==> config.mk <==
export PLATFORM = sky130hd
export DESIGN_NAME = ioss_slice_select
export DESIGN_NICKNAME = d
export VERILOG_FILES = /design/src/hdl/ioss_pkg.sv /design/src/hdl/ioss_half_route.sv /design/src/hdl/ioss_slice_select.sv
export VERILOG_INCLUDE_DIRS = /design/src /design/src/hdl
export SDC_FILE = /design/constraint.sdc
export NUM_CORES = 1
export LEC_CHECK = 0
export ABC_AREA = 1
export ABC_CLOCK_PERIOD_IN_PS = 800
export BUFFER_PORTS_ARGS = -buffer_cell sky130_fd_sc_hd__buf_2
export CAP_MARGIN = 20
export CORE_AREA = 10 10 307 309
export CTS_BUF_LIST = sky130_fd_sc_hd__clkbuf_2 sky130_fd_sc_hd__clkbuf_4 sky130_fd_sc_hd__clkbuf_8
export CTS_CLUSTER_SIZE = 25
export DETAILED_ROUTE_END_ITERATION = 12
export DIE_AREA = 0 0 317 319
export SYNTH_ARGS = -nofsm -noshare
export SYNTH_HDL_FRONTEND = slang
export SYNTH_SLANG_ARGS = --single-unit
==> constraint.sdc <==
create_clock -name CLK -period 0.8 [get_ports CLK]
set_input_delay 0.12 -clock CLK [delete_from_list [all_inputs] [get_ports CLK]]
set_output_delay 0.12 -clock CLK [all_outputs]
set_load 0.005 [all_outputs]
==> src/hdl/ioss_defines.svh <==
// Purpose: Selector codes, bus width and selector reset values for the operand slice selector.
// Assumes: Included by bare name; holds definitions only.
// Notes: Low selector is 5 bits, high selector is 6 bits.
`ifndef IOSS_DEFINES_SVH
`define IOSS_DEFINES_SVH
`define IOSS_BUS_W 72
`define IOSS_LO_SEL_RESET 5'h00
`define IOSS_HI_SEL_RESET 6'h00
`define IOSS_LO_I8_X1 5'h00
`define IOSS_LO_I8_X2 5'h01
`define IOSS_LO_I7_X1 5'h07
`define IOSS_LO_I7_X2 5'h08
`define IOSS_LO_I6_X1 5'h0a
`define IOSS_LO_I6_X2 5'h0b
`define IOSS_LO_I16_X1 5'h11
`define IOSS_LO_I16_X2 5'h12
`define IOSS_HI_I8_X1 6'h00
`define IOSS_HI_I8_X2 6'h01
`define IOSS_HI_I7_X1 6'h07
`define IOSS_HI_I7_X2 6'h08
`define IOSS_HI_I6_X1 6'h0a
`define IOSS_HI_I6_X2 6'h0b
`define IOSS_HI_I16_X1 6'h11
`define IOSS_HI_I16_X2 6'h12
`define IOSS_HI_I8_SPLIT 6'h20
`define IOSS_HI_I8_X4 6'h21
`define IOSS_HI_I7_SPLIT 6'h27
`define IOSS_HI_I7_X4 6'h28
`define IOSS_HI_I6_SPLIT 6'h2a
`define IOSS_HI_I6_X4 6'h2b
`define IOSS_HI_I16_SPLIT 6'h31
`define IOSS_HI_I16_COMPACT 6'h32
`endif

==> src/hdl/ioss_pkg.sv <==
// Purpose: Types shared by the operand slice selector files.
// Assumes: Nothing is imported; users write ioss_pkg::name.
// Notes: Operand lanes are 16 bits wide; narrow operands sit in the low bits.
package ioss_pkg;
	// Four operand buses arriving from the fabric.
	typedef struct packed {
		logic [71:0] a_lo;
		logic [71:0] b_lo;
		logic [71:0] a_hi;
		logic [71:0] b_hi;
	} ioss_buses_s;
	// Sixteen operand pairs, index 0 in the low bits.
	typedef struct packed {
		logic [15:0][15:0] a;
		logic [15:0][15:0] b;
		logic [15:0] used;
	} ioss_lanes_s;
	typedef enum logic [2:0] {
		IOSS_W8,
		IOSS_W7,
		IOSS_W6,
		IOSS_W16,
		IOSS_WNONE
	} ioss_width_e;
endpackage

==> src/hdl/ioss_half_route.sv <==
// Purpose: Cuts up to eight operands from one 72-bit bus at a given width and offset.
// Assumes: Width and start bit are fixed configuration.
// Notes: Pure combinational multiplexing.
`timescale 1ns/1ps
module ioss_half_route #(
	parameter int COUNT = 8
) (
	input wire logic [71:0] BUS,
	input wire ioss_pkg::ioss_width_e WIDTH,
	input wire logic [6:0] START,
	output logic [7:0][15:0] OPS
);
	// Each lane takes a slice at START plus its index times the width.
	always_comb begin
		for (int i = 0; i < 8; i++) begin
			OPS[i] = 16'h0000;
			if (i < COUNT) begin
				unique case (WIDTH)
					ioss_pkg::IOSS_W8: OPS[i] = {8'h00, BUS[(8 * i + START) % 72 +: 8]};
					ioss_pkg::IOSS_W7: OPS[i] = {9'h000, BUS[(7 * i + START) % 72 +: 7]};
					ioss_pkg::IOSS_W6: OPS[i] = {10'h000, BUS[(6 * i + START) % 72 +: 6]};
					ioss_pkg::IOSS_W16: OPS[i] = BUS[(16 * i + START) % 72 +: 16];
					ioss_pkg::IOSS_WNONE: OPS[i] = 16'h0000;
				endcase
			end
		end
	end
endmodule

==> src/hdl/ioss_slice_select.sv <==
// Purpose: Routes operand slices from four 72-bit buses to sixteen multiplier lanes.
// Assumes: Selector codes are static; fabric zeroes unused bus bits.
// Notes: Outputs are registered once on CLK under CLK_EN.
`timescale 1ns/1ps
`include "ioss_defines.svh"
// Function
// [RULE_01] Six-bit single: 0x0a, low buses only
// [RULE_02] Six-bit double: 0x0b, high bits 71..48
// [RULE_03] Six-bit quad: 0x0b/0x2b, sixteen pairs
// [RULE_04] Six-bit split: 0x0a/0x2a mirrors single
// [RULE_05] Four-bit packs two into eight-bit codes
// [RULE_06] Three-bit packs two into six-bit codes
// [RULE_07] Sixteen-bit single: 0x11, low buses only
// [RULE_08] Sixteen-bit double: 0x12, high bits 63..32
// [RULE_09] Sixteen-bit split: 0x11/0x31 mirrors single
// [RULE_10] Sixteen-bit compact: 0x12/0x32, bits 31..0
// [RULE_11] Eight-bit codes 0x00, 0x01, 0x21
// [RULE_12] Seven-bit codes 0x07 and 0x08
// [RULE_13] Selectors 5 and 6 bits, default zero
// [RULE_14] Fabric zeroes unused operand bus bits
// [RULE_15] Selectors must agree with multiplier format
// [RULE_16] Static selectors, combinational slice routing
module ioss_slice_select #(
	parameter logic [4:0] LO_SEL = `IOSS_LO_SEL_RESET,
	parameter logic [5:0] HI_SEL = `IOSS_HI_SEL_RESET
) (
	input wire logic CLK,
	input wire logic RESET_N,
	input wire logic CLK_EN,
	input wire ioss_pkg::ioss_buses_s BUSES,
	output ioss_pkg::ioss_lanes_s LANES,
	output logic SEL_VALID
);
	typedef struct packed {
		ioss_pkg::ioss_width_e width;
		logic [6:0] a_start;
		logic [6:0] b_start;
		logic [3:0] count;
	} ioss_cut_s;

	// Low-half layout from the low selector; four- and three-bit data ride in the same slices.
	function automatic ioss_cut_s lo_cut(input logic [4:0] sel);
		ioss_cut_s c;
		c = '{ioss_pkg::IOSS_WNONE, 7'h00, 7'h00, 4'h0};
		unique case (sel)
			`IOSS_LO_I8_X1: c = '{ioss_pkg::IOSS_W8, 7'h00, 7'h20, 4'h4}; // RULE_11 RULE_05
			`IOSS_LO_I8_X2: c = '{ioss_pkg::IOSS_W8, 7'h00, 7'h00, 4'h8}; // RULE_11 RULE_05
			`IOSS_LO_I7_X1: c = '{ioss_pkg::IOSS_W7, 7'h00, 7'h23, 4'h5}; // RULE_12
			`IOSS_LO_I7_X2: c = '{ioss_pkg::IOSS_W7, 7'h00, 7'h00, 4'h8}; // RULE_12
			`IOSS_LO_I6_X1: c = '{ioss_pkg::IOSS_W6, 7'h00, 7'h24, 4'h6}; // RULE_01 RULE_04 RULE_06
			`IOSS_LO_I6_X2: c = '{ioss_pkg::IOSS_W6, 7'h00, 7'h00, 4'h8}; // RULE_02 RULE_03 RULE_06
			`IOSS_LO_I16_X1: c = '{ioss_pkg::IOSS_W16, 7'h00, 7'h20, 4'h2}; // RULE_07 RULE_09
			`IOSS_LO_I16_X2: c = '{ioss_pkg::IOSS_W16, 7'h00, 7'h00, 4'h2}; // RULE_08 RULE_10
			default: c = '{ioss_pkg::IOSS_WNONE, 7'h00, 7'h00, 4'h0};
		endcase
		return c;
	endfunction

	// High-half layout; plain double codes fill upper bits, 0x2x/0x3x codes repeat the low layout.
	function automatic ioss_cut_s hi_cut(input logic [5:0] sel);
		ioss_cut_s c;
		c = '{ioss_pkg::IOSS_WNONE, 7'h00, 7'h00, 4'h0};
		unique case (sel)
			`IOSS_HI_I8_X2: c = '{ioss_pkg::IOSS_W8, 7'h40, 7'h40, 4'h1};
			`IOSS_HI_I7_X2: c = '{ioss_pkg::IOSS_W7, 7'h38, 7'h38, 4'h2};
			`IOSS_HI_I6_X2: c = '{ioss_pkg::IOSS_W6, 7'h30, 7'h30, 4'h4}; // RULE_02
			`IOSS_HI_I16_X2: c = '{ioss_pkg::IOSS_W16, 7'h20, 7'h20, 4'h2}; // RULE_08
			`IOSS_HI_I8_SPLIT: c = '{ioss_pkg::IOSS_W8, 7'h00, 7'h20, 4'h4};
			`IOSS_HI_I8_X4: c = '{ioss_pkg::IOSS_W8, 7'h00, 7'h00, 4'h8}; // RULE_11
			`IOSS_HI_I7_SPLIT: c = '{ioss_pkg::IOSS_W7, 7'h00, 7'h23, 4'h5};
			`IOSS_HI_I7_X4: c = '{ioss_pkg::IOSS_W7, 7'h00, 7'h00, 4'h8};
			`IOSS_HI_I6_SPLIT: c = '{ioss_pkg::IOSS_W6, 7'h00, 7'h24, 4'h6}; // RULE_04
			`IOSS_HI_I6_X4: c = '{ioss_pkg::IOSS_W6, 7'h00, 7'h00, 4'h8}; // RULE_03
			`IOSS_HI_I16_SPLIT: c = '{ioss_pkg::IOSS_W16, 7'h00, 7'h20, 4'h2}; // RULE_09
			`IOSS_HI_I16_COMPACT: c = '{ioss_pkg::IOSS_W16, 7'h00, 7'h00, 4'h2}; // RULE_10
			default: c = '{ioss_pkg::IOSS_WNONE, 7'h00, 7'h00, 4'h0};
		endcase
		return c;
	endfunction

	localparam ioss_cut_s LO = lo_cut(LO_SEL); // RULE_13 RULE_16
	localparam ioss_cut_s HI = hi_cut(HI_SEL); // RULE_16
	// Low selector codes 0x00/0x07/0x0a/0x11 pair with a single-mode high code that leaves the high bank idle.
	localparam bit HI_IDLE = (HI_SEL == `IOSS_HI_I8_X1) || (HI_SEL == `IOSS_HI_I7_X1) ||
		(HI_SEL == `IOSS_HI_I6_X1) || (HI_SEL == `IOSS_HI_I16_X1); // RULE_01 RULE_07
	// Plain double codes take the high lanes from the upper part of the high bus, after the low lanes.
	localparam bit HI_UPPER = (HI_SEL == `IOSS_HI_I8_X2) || (HI_SEL == `IOSS_HI_I7_X2) ||
		(HI_SEL == `IOSS_HI_I6_X2) || (HI_SEL == `IOSS_HI_I16_X2);
	localparam int LO_N = int'(LO.count);
	localparam int HI_N = HI_IDLE ? 0 : int'(HI.count);
	// Sixteen-bit high lanes follow the low lanes directly; narrow split and quad layouts start at lane 8.
	localparam int HI_BASE = (HI_UPPER || HI.width == ioss_pkg::IOSS_W16) ? LO_N : 8; // RULE_09 RULE_10
	// An unknown code gives no lanes in its own half and drives SEL_VALID low; known low and high codes of different widths still read valid.
	localparam bit CFG_OK = (LO.width != ioss_pkg::IOSS_WNONE) &&
		(HI_IDLE || HI.width != ioss_pkg::IOSS_WNONE);

	logic [7:0][15:0] lo_a;
	logic [7:0][15:0] lo_b;
	logic [7:0][15:0] hi_a;
	logic [7:0][15:0] hi_b;
	ioss_pkg::ioss_lanes_s lanes;
	ioss_pkg::ioss_lanes_s next_lanes;
	logic sel_valid;
	logic next_sel_valid;

	ioss_half_route #(.COUNT(8)) u_lo_a (.BUS(BUSES.a_lo), .WIDTH(LO.width), .START(LO.a_start), .OPS(lo_a));
	ioss_half_route #(.COUNT(8)) u_lo_b (.BUS(BUSES.b_lo), .WIDTH(LO.width), .START(LO.b_start), .OPS(lo_b));
	ioss_half_route #(.COUNT(8)) u_hi_a (.BUS(BUSES.a_hi), .WIDTH(HI.width), .START(HI.a_start), .OPS(hi_a));
	ioss_half_route #(.COUNT(8)) u_hi_b (.BUS(BUSES.b_hi), .WIDTH(HI.width), .START(HI.b_start), .OPS(hi_b));

	// Place low-bank operands in lanes 0 up, high-bank operands from HI_BASE up; unused lanes read zero.
	always_comb begin
		next_lanes = '0;
		for (int i = 0; i < 16; i++) begin
			if (i < LO_N) begin
				next_lanes.a[i] = lo_a[i]; // RULE_16
				next_lanes.b[i] = lo_b[i];
				next_lanes.used[i] = 1'b1;
			end else if (i >= HI_BASE && i < HI_BASE + HI_N) begin
				next_lanes.a[i] = hi_a[i - HI_BASE]; // RULE_16
				next_lanes.b[i] = hi_b[i - HI_BASE];
				next_lanes.used[i] = 1'b1;
			end
		end
		next_sel_valid = CFG_OK;
	end

	// Output register keeps every top-level output on a flip-flop; CLK_EN freezes it.
	always_ff @(posedge CLK) begin
		if (!RESET_N) begin
			lanes <= '0;
			sel_valid <= 1'b0;
		end else if (CLK_EN) begin
			lanes <= next_lanes;
			sel_valid <= next_sel_valid;
		end
	end

	assign LANES = lanes;
	assign SEL_VALID = sel_valid;
endmodule

==> results of run 1 <==
[kinds of logic (layout without fill, tap and decap cells)]
| logic type | after synthesis | after routing | synth area share |
|---|---|---|---|
| flip-flops | 65 | 65 | 0.213 |
| AO/OA/AOI/OAI | 1 | 1 | 0.00123 |
| buffers and inverters | 549 | 298 | 0.628 |
| AND/OR/NAND/NOR | 256 | 256 | 0.157 |
| other | 1 | 464 | 0.000614 |
[layout make-up]
cell class | count | area (µm²)
Antenna cell | 4 | 10.0
Multi-Input combinational cell | 717 | 2700
Clock buffer | 9 | 124
Tap cell | 1165 | 1460
Clock inverter | 7 | 100
Sequential cell | 65 | 1390
Inverter | 64 | 240
Fill cell | 10200 | 80000
Timing Repair Buffer | 218 | 1930
[report_power, final]
group | switching [mW] | internal (mW) | leakage [nW] | total [mW]
registers | 0.165 | 3.51 | 0.559 | 3.67
logic | 1.33 | 1.00 | 3.49 | 2.33
clock network | 1.87 | 1.79 | 0.115 | 3.66
[through the flow]
step | TNS (ps) | cell area (µm²) | util | std cells
2_1_floorplan | 0 | 7830 | - | 1331
3_3_place_gp | -4010 | 6590 | 0.0749 | 2164
3_5_place_dp | -4310 | 6590 | 0.0749 | 2164
4_1_cts | -20810 | 7830 | 0.0890 | 2244
5_1_grt | -21180 | 7940 | 0.0902 | 2246
6_report | -14130 | 7940 | 0.0903 | 2249
[cell usage after synthesis]
master,count
buf_2,17
buf_4,467
clkbuf_1,1
conb_1,1
dfxtp_1,65
inv_1,64
nand2_1,128
nor2_1,128
o21a_1,1
[per-layer routing]
| layer | wire length, µm | vias to the layer above | track usage |
|---|---|---|---|
| met1 | 6910 | 1774 | 0.0328 |
| li1 | - | 2025 | - |
| met4 | 240 | 2 | 0.0113 |
| met5 | 13 | - | 0 |
| met2 | 9150 | 421 | 0.0601 |
| met3 | 3710 | 16 | 0.0227 |
[how the worst max path moves through the flow]
stage	endpoint	slack, ps	cells past startpoint
global route	LANES[1]	-410	1
floorplan	LANES[16]	140	4
CTS	SEL_VALID	-400	1
global placement	LANES[311]	-120	5
detailed placement	LANES[311]	-120	5
finish	LANES[3]	-280	1
[timing repair]
item	CTS	global route
hold buffers	63	0
hold endpoints to repair	63	0
endpoints found under the setup margin	69	69
buffers inserted	1	1
resized for setup	122	16
[cell usage in the layout (no fill, tap or decap), types with 3 or more instances in the layout]
cell and n:
buf_4 16, dfxtp_2 64, nor2_1 128, inv_1 64, dlygate4sd3_1 63, buf_2 70
conb_1 460, buf_12 6, nand2_1 128, buf_6 63, inv_6 3, diode_2 4
clkbuf_8 9
==> impl_metrics.csv, run 1 <==
group,metric,value,unit
route,vias,4238,
worst_setup_path,cp_num_buf_inv,1,
timing,finalSetupViolCount,69,
worst_setup_path,reg2reg_from,"LANES[32]",
route,routed_wl,20.0,mm
timing,hold-worst-slack,71.6,ps
die,die_x,317,µm
pwr,p_leak,4.16,nW
worst_setup_path,crit_fanout,6,
timing,fmax,0.927,GHz
worst_setup_path,required,680,ps
global_route,grt_max_degree,29,
global_route,overflow,0,
worst_setup_path,slowest_delay,400,ps
worst_setup_path,cp_cell_sequence,"buf_2",
route,routed_via_density,1.88,
timing,worst_slack,-278,ps
worst_setup_path,arrival,960,ps
synth,synth_top_area_frac,0.574,
synth,syn_inst,872,
die,rows,109,
global_route,antenna_found_initial,4,
worst_setup_path,cp_slowest_cell,"dfxtp_4",
pwr,peakVddDrop,1080,µV
die,fp.coreArea,88000,µm²
global_route,track_usage,0.0347,
status,failed_checks,"setup timing",
run,cap_violations,0,
route,ant_nets,0,
pwr,power,9.66,mW
synth,seq_area_frac_synth,0.213,
clocking,insertion_delay,420,ps
worst_setup_path,rr_worst_depth,3,
timing,period_needed,1080,ps
worst_setup_path,reg2reg_to,"LANES[32]",
min_path,hold_class,"primary input to flip-flop",
route,firstDrtPassIters,4,
timing,fin_crit_sh,1.35,
route,initialDrtViolationCount,58,
placement,place.gp.congestion,0.650,
die,dieArea,101000,µm²
clocking,cts_buffer_depth,2,
worst_setup_path,cp-start-kind,"flip-flop",
timing,hold_violations,0,
clocking,cts_tree,"built",
status,outcome,"complete, but fails checks",
synth,synth_cell_types,9,
placement,dp_hpwl,16.5,mm
clocking,clk_pin_slew,80,ps
synth,synth_area,6110,µm²
global_route,grt_pass1_wl,25.1,mm
worst_setup_path,cp_top_family,"flip-flops",
worst_setup_path,endpoint_kind,"primary output",
worst_setup_path,r2r_slack,120,ps
min_path,hold_end,"LANES[311]",
timing,slew_viol_final,0,
layout,fin_nets,1366,
route,wl_per_cell,8.90,µm
min_path,min_from,"BUSES[239]",
die,start_util,0.0694,
pwr,pwr_density_cell,1220,nW/µm²
synth,ys_seq_elements,65,
die,io_pins,820,
placement,place_ws,-120,ps
clocking,numCtsBuffers,9,
clocking,cts.sinks,65,
worst_setup_path,cp-startpoint,"LANES[0]",
layout,synthToLayoutAreaGrowth,30.0,%
synth,synth_area_leaders,"buf_4, dfxtp_1, nand2_1, nor2_1, inv_1",
global_route,grt_pass1_vias,4325,
min_path,hold_depth,5,
clocking,cts.htree.levels,3,
layout,drive_above_1_share,0.219,
worst_setup_path,crit_type,"flip-flop to primary output",
route,drc,0,
layout,largest_reg_flops,65,
synth,avgSynthCellArea,7.00,µm²
synth,ys_warn_count,0,
timing,clock_skew,0,ps
timing,rsz0062_at_grt,"true",
die,die_y,319,µm
synth,yosys.area.top_type,"buf_4",
placement,portBuffers,135,
clocking,cts_root_buf,"clkbuf_8",
Power figures use the tool's default switching activity.
==> inputs of run 2 (changes only) <==
Settings changed: ABC_CLOCK_PERIOD_IN_PS 800 to 1100, CAP_MARGIN 20 to 10, CORE_AREA 10 10 307 309 to 10 10 314 316, DIE_AREA 0 0 317 319 to 0 0 324 326.
Clock period 0.8 ns to 1.1 ns, I/O delays scaled along.
==> run 2 against run 1 <==
Die area is 4.5% higher. Critical endpoint unchanged. The flow still finishes with violations (setup timing). Via count is 0.17% higher. Design area is 1.5% lower. Largest cell class unchanged.
==> impl_metrics.csv, run 2 (synthesized netlist as in run 1, its figures left out) <==
group,metric,value,unit
clocking,cts.htree.levels,3,
worst_setup_path,cp_top_family,"flip-flops",
global_route,overflow,0,
timing,slew_viol_final,0,
run,cap_violations,0,
route,routed_via_density,1.87,
route,ant_nets,0,
pwr,peakVddDrop,542,µV
status,outcome,"complete, but fails checks",
timing,fmax,0.894,GHz
die,dieArea,106000,µm²
worst_setup_path,cp_cell_sequence,"buf_2",
clocking,cts.sinks,65,
clocking,numCtsBuffers,9,
clocking,cts_tree,"built",
placement,dp_hpwl,18.6,mm
route,firstDrtPassIters,4,
worst_setup_path,required,940,ps
placement,placed_cells,2185,
min_path,hold_depth,5,
layout,fill_cells,10800,
worst_setup_path,crit_fanout,6,
timing,fin_crit_sh,1.02,
die,die_x,324,µm
layout,final_common_cell,"conb_1",
route,vias,4245,
worst_setup_path,cp-start-kind,"flip-flop",
worst_setup_path,crit_type,"flip-flop to primary output",
layout,largest_reg_flops,65,
worst_setup_path,arrival,950,ps
layout,drive_above_1_share,0.212,
route,drc,0,
pwr,power,6.74,mW
worst_setup_path,reg2reg_from,"LANES[292]",
worst_setup_path,reg2reg_to,"LANES[292]",
placement,place_ws,75.3,ps
worst_setup_path,rr_worst_depth,3,
route,initialDrtViolationCount,54,
worst_setup_path,endpoint_kind,"primary output",
layout,stdcell_count,2265,
placement,place.gp.congestion,0.691,
timing,hold_violations,0,
clocking,cts_root_buf,"clkbuf_8",
die,fp.coreArea,92500,µm²
pwr,pwr_density_cell,862,nW/µm²
layout,synthToLayoutAreaGrowth,28.1,%
placement,portBuffers,135,
min_path,min_from,"BUSES[204]",
timing,finalSetupViolCount,5,
global_route,grt_pass1_vias,4339,
min_path,hold_class,"primary input to flip-flop",
clocking,insertion_delay,420,ps
die,die_y,326,µm
clocking,cts_buffer_depth,2,
global_route,grt_pass1_wl,27.2,mm
global_route,antenna_found_initial,15,
layout,final_cell_mix,"conb_1, nor2_1, nand2_1",
worst_setup_path,cp_slowest_cell,"dfxtp_4",
route,routed_wl,21.6,mm
clocking,clk_pin_slew,90,ps
route,wl_per_cell,9.54,µm
global_route,grt_max_degree,48,
timing,tns,-86.7,ps
worst_setup_path,r2r_slack,420,ps
pwr,p_leak,4.08,nW
timing,clock_skew,0,ps
layout,seq_area,1390,µm²
timing,hold-worst-slack,60.3,ps
status,failed_checks,"setup timing",
timing,worst_slack,-18.4,ps
die,rows,112,
timing,period_needed,1120,ps
layout,multiInputGateArea,2700,µm²
global_route,track_usage,0.0366,
min_path,hold_end,"LANES[68]",
die,start_util,0.0660,
die,io_pins,820,
worst_setup_path,slowest_delay,400,ps
layout,fin_nets,1353,
timing,rsz0062_at_grt,"true",
worst_setup_path,cp_num_buf_inv,1,
[run 2: per-layer routing]
metal,share of wire,global-route usage
met1,0.37,0.0377
met2,0.42,0.0579
met3,0.19,0.0255
met4,0.014,0.0132
met5,0.0044,0
[run 2: per-stage QoR]
stage | instance area [µm²] | util
2_1_floorplan | 7830 | -
3_3_place_gp | 6540 | 0.0707
3_5_place_dp | 6540 | 0.0707
4_1_cts | 7750 | 0.0838
5_1_grt | 7830 | 0.0846
6_report | 7830 | 0.0846
[run 2: worst max-delay path by stage]
| stage | startpoint | end | slack, ps | depth (start not counted) |
|---|---|---|---|---|
| global placement | CLK_EN | LANES[66] | 90 | 5 |
| finish | LANES[0] | LANES[3] | -20 | 1 |
| CTS | LANES[0] | SEL_VALID | -130 | 1 |
| detailed placement | CLK_EN | LANES[66] | 80 | 5 |
| global route | LANES[0] | LANES[1] | -130 | 1 |
| floorplan | CLK_EN | LANES[16] | 390 | 4 |
[run 2: layout make-up]
cell class / instances / area share
antenna: 1 / 0.000320
clock buffer: 9 / 0.0158
clock inverter: 7 / 0.00975
inverter: 64 / 0.0307
multi-input combinational: 717 / 0.344
sequential: 65 / 0.177
tap: 1197 / 0.191
timing repair buffer: 205 / 0.231
[run 2: where the power goes]
group	total, mW	internal, mW	switching, mW
registers	2.67	2.55	0.116
clock network	2.40	1.06	1.34
logic	1.67	0.693	0.982
[run 2: worst register-to-register path: stages (launching register included)]
cell and delay [ps]:
dfxtp_2 330, buf_4 130, nor2_1 80, nor2_1 50
[run 2: what timing repair did]
| item | in CTS | in global routing |
|---|---|---|
| pin swaps | 0 | 0 |
| endpoints found under the setup margin | 69 | 69 |
| resized for setup | 132 | 11 |
| hold buffers | 61 | 0 |
| endpoints found under the hold margin | 59 | 0 |
| buffers inserted | 1 | 2 |
==> inputs of run 3 (changes only) <==
Settings changed: ABC_CLOCK_PERIOD_IN_PS 1100 to 1350.
Clock period 1.1 ns to 1.35 ns, I/O delays scaled along.
==> run 3 against run 2 <==
The flow now finishes without violations. Largest power group unchanged. Critical path depth unchanged. Combinational power decreased by 28%. Worst setup slack improved by 150 ps. Power decreased by 21%. Via count decreased by 0.73%. Non-clock buffer count decreased by 7.
==> impl_metrics.csv, run 3 (synthesized netlist as in run 1, its figures left out) <==
group,metric,value,unit
clocking,cts.sinks,65,
timing,fmax,0.824,GHz
worst_setup_path,crit_fanout,6,
die,start_util,0.0660,
layout,synthToLayoutAreaGrowth,19.8,%
die,rows,112,
global_route,overflow,0,
pwr,swShare,0.363,
die,io_pins,820,
pwr,peakVddDrop,476,µV
worst_setup_path,cp-startpoint,"LANES[0]",
pwr,p_switching,1.92,mW
timing,tns,0,ps
die,fp.coreArea,92500,µm²
pwr,power,5.30,mW
worst_setup_path,cp.depth,1,
layout,fin_nets,1346,
clocking,insertion_delay,420,ps
clocking,cts_tree,"built",
clocking,numCtsBuffers,9,
placement,place.gp.congestion,0.702,
placement,portBuffers,135,
run,cap_violations,0,
pwr,p_comb_frac,0.229,
route,wl_per_cell,9.51,µm
worst_setup_path,crit_type,"flip-flop to primary output",
worst_setup_path,cp_slowest_cell,"dfxtp_2",
worst_setup_path,reg2reg_from,"LANES[0]",
global_route,track_usage,0.0363,
layout,final_cell_mix,"conb_1, buf_2, nor2_1, nand2_1",
clocking,post-cts-setup-buffers,0,
timing,finalSetupViolCount,0,
die,die_x,324,µm
clocking,cts_root_buf,"clkbuf_8",
layout,largest_reg_flops,65,
global_route,grt_pass1_wl,26.9,mm
global_route,top_usage_layer,"met2",
clocking,cts.htree.levels,3,
pwr,pwr_density_cell,724,nW/µm²
worst_setup_path,cp-start-kind,"flip-flop",
pwr,power.share.clock,0.371,
worst_setup_path,endpoint_kind,"primary output",
worst_setup_path,cp_top_family,"flip-flops",
layout,fin_util,0.0791,
route,firstDrtPassIters,4,
status,outcome,"completed",
route,routed_via_density,1.86,
layout,final_common_cell,"conb_1",
timing,rsz0062_at_grt,"false",
min_path,min_from,"BUSES[184]",
global_route,grt_pass1_vias,4348,
route,drc,0,
route,initialDrtViolationCount,58,
global_route,antenna_found_initial,16,
pwr,sequentialPowerShare,0.400,
min_path,hold_depth,5,
clocking,clk_pin_slew,90,ps
timing,fin_crit_sh,0.899,
timing,worst_slack,137,ps
route,vias,4214,
worst_setup_path,slowest_delay,410,ps
placement,place_ws,167,ps
timing,slew_viol_final,0,
pwr,p_leak,3.96,nW
worst_setup_path,rr_worst_depth,1,
clocking,cts_buffer_depth,2,
worst_setup_path,cp_cell_sequence,"buf_4",
layout,drive_above_1_share,0.151,
global_route,grt_use_met1,0.0383,
global_route,use_met2,0.0563,
placement,dp_hpwl,18.6,mm
timing,hold_violations,0,
pwr,cell_internal_pwr,3.38,mW
route,ant_nets,0,
worst_setup_path,required,1150,ps
die,die_y,326,µm
min_path,hold_class,"primary input to flip-flop",
route,routed_wl,21.5,mm
die,dieArea,106000,µm²
worst_setup_path,cp_num_buf_inv,1,
global_route,grt_use_met3,0.0243,
timing,clock_skew,0,ps
worst_setup_path,arrival,1010,ps
global_route,grt_max_degree,43,
timing,period_needed,1210,ps
run 3: changes by cell type in the layout (fill, tap and decap cells not counted), moves of 2 or more:
cell,previous run,this run
dfxtp_1,0,64
dfxtp_2,64,1
dlygate4sd3_1,60,55
clkinvlp_4,2,0
inv_6,3,1
buf_2,74,132
buf_6,58,0
diode_2,1,4
clkinv_4,0,2
run 3: stage by stage:
step	instance area (µm²)	std cells	hold slack (ps)
6_report	7320	2261	73.9
3_5_place_dp	6550	2186	460
5_1_grt	7310	2257	35.5
2_1_floorplan	7830	1331	391
4_1_cts	7310	2257	0.677
3_3_place_gp	6550	2186	455
run 3: cell type report:
type	count	area, µm²
inverter	64	240
tap	1197	1500
multi-input combinational	717	2700
sequential	65	1300
fill	10900	85200
timing repair buffer	198	1370
antenna	4	10.0
clock inverter	6	66.3
clock buffer	10	138
run 3: path summary, 6_finish.rpt:
path	to	slack (ps)
setup / recovery	SEL_VALID	140
hold / removal	LANES[32]	70
setup reg to reg	LANES[0]	700
hold reg to reg	LANES[275]	470
run 3: repair_timing:
action | in CTS | in global routing
resized for setup | 2 | 0
hold buffers | 55 | 0
setup endpoints to repair | 5 | 0
endpoints found under the hold margin | 55 | 0
run 3: power by group through the flow:
stage          Sequential [mW]  Combinational (mW)  Clock [mW]
2_1_floorplan             2.17                1.56           0
3_3_place_gp              2.16                1.02           0
3_5_place_dp              2.16                1.03           0
4_1_cts                   2.12                1.17        2.23
5_1_grt                   2.14                1.41        2.24
6_report                  2.12                1.21        1.97
run 3: metal layers:
layer,wire length [µm],vias to the layer above,part of all wire
li1,-,1998,-
met3,4070,34,0.19
met1,8160,1732,0.38
met5,103,-,0.0048
met4,338,20,0.016
met2,8820,430,0.41
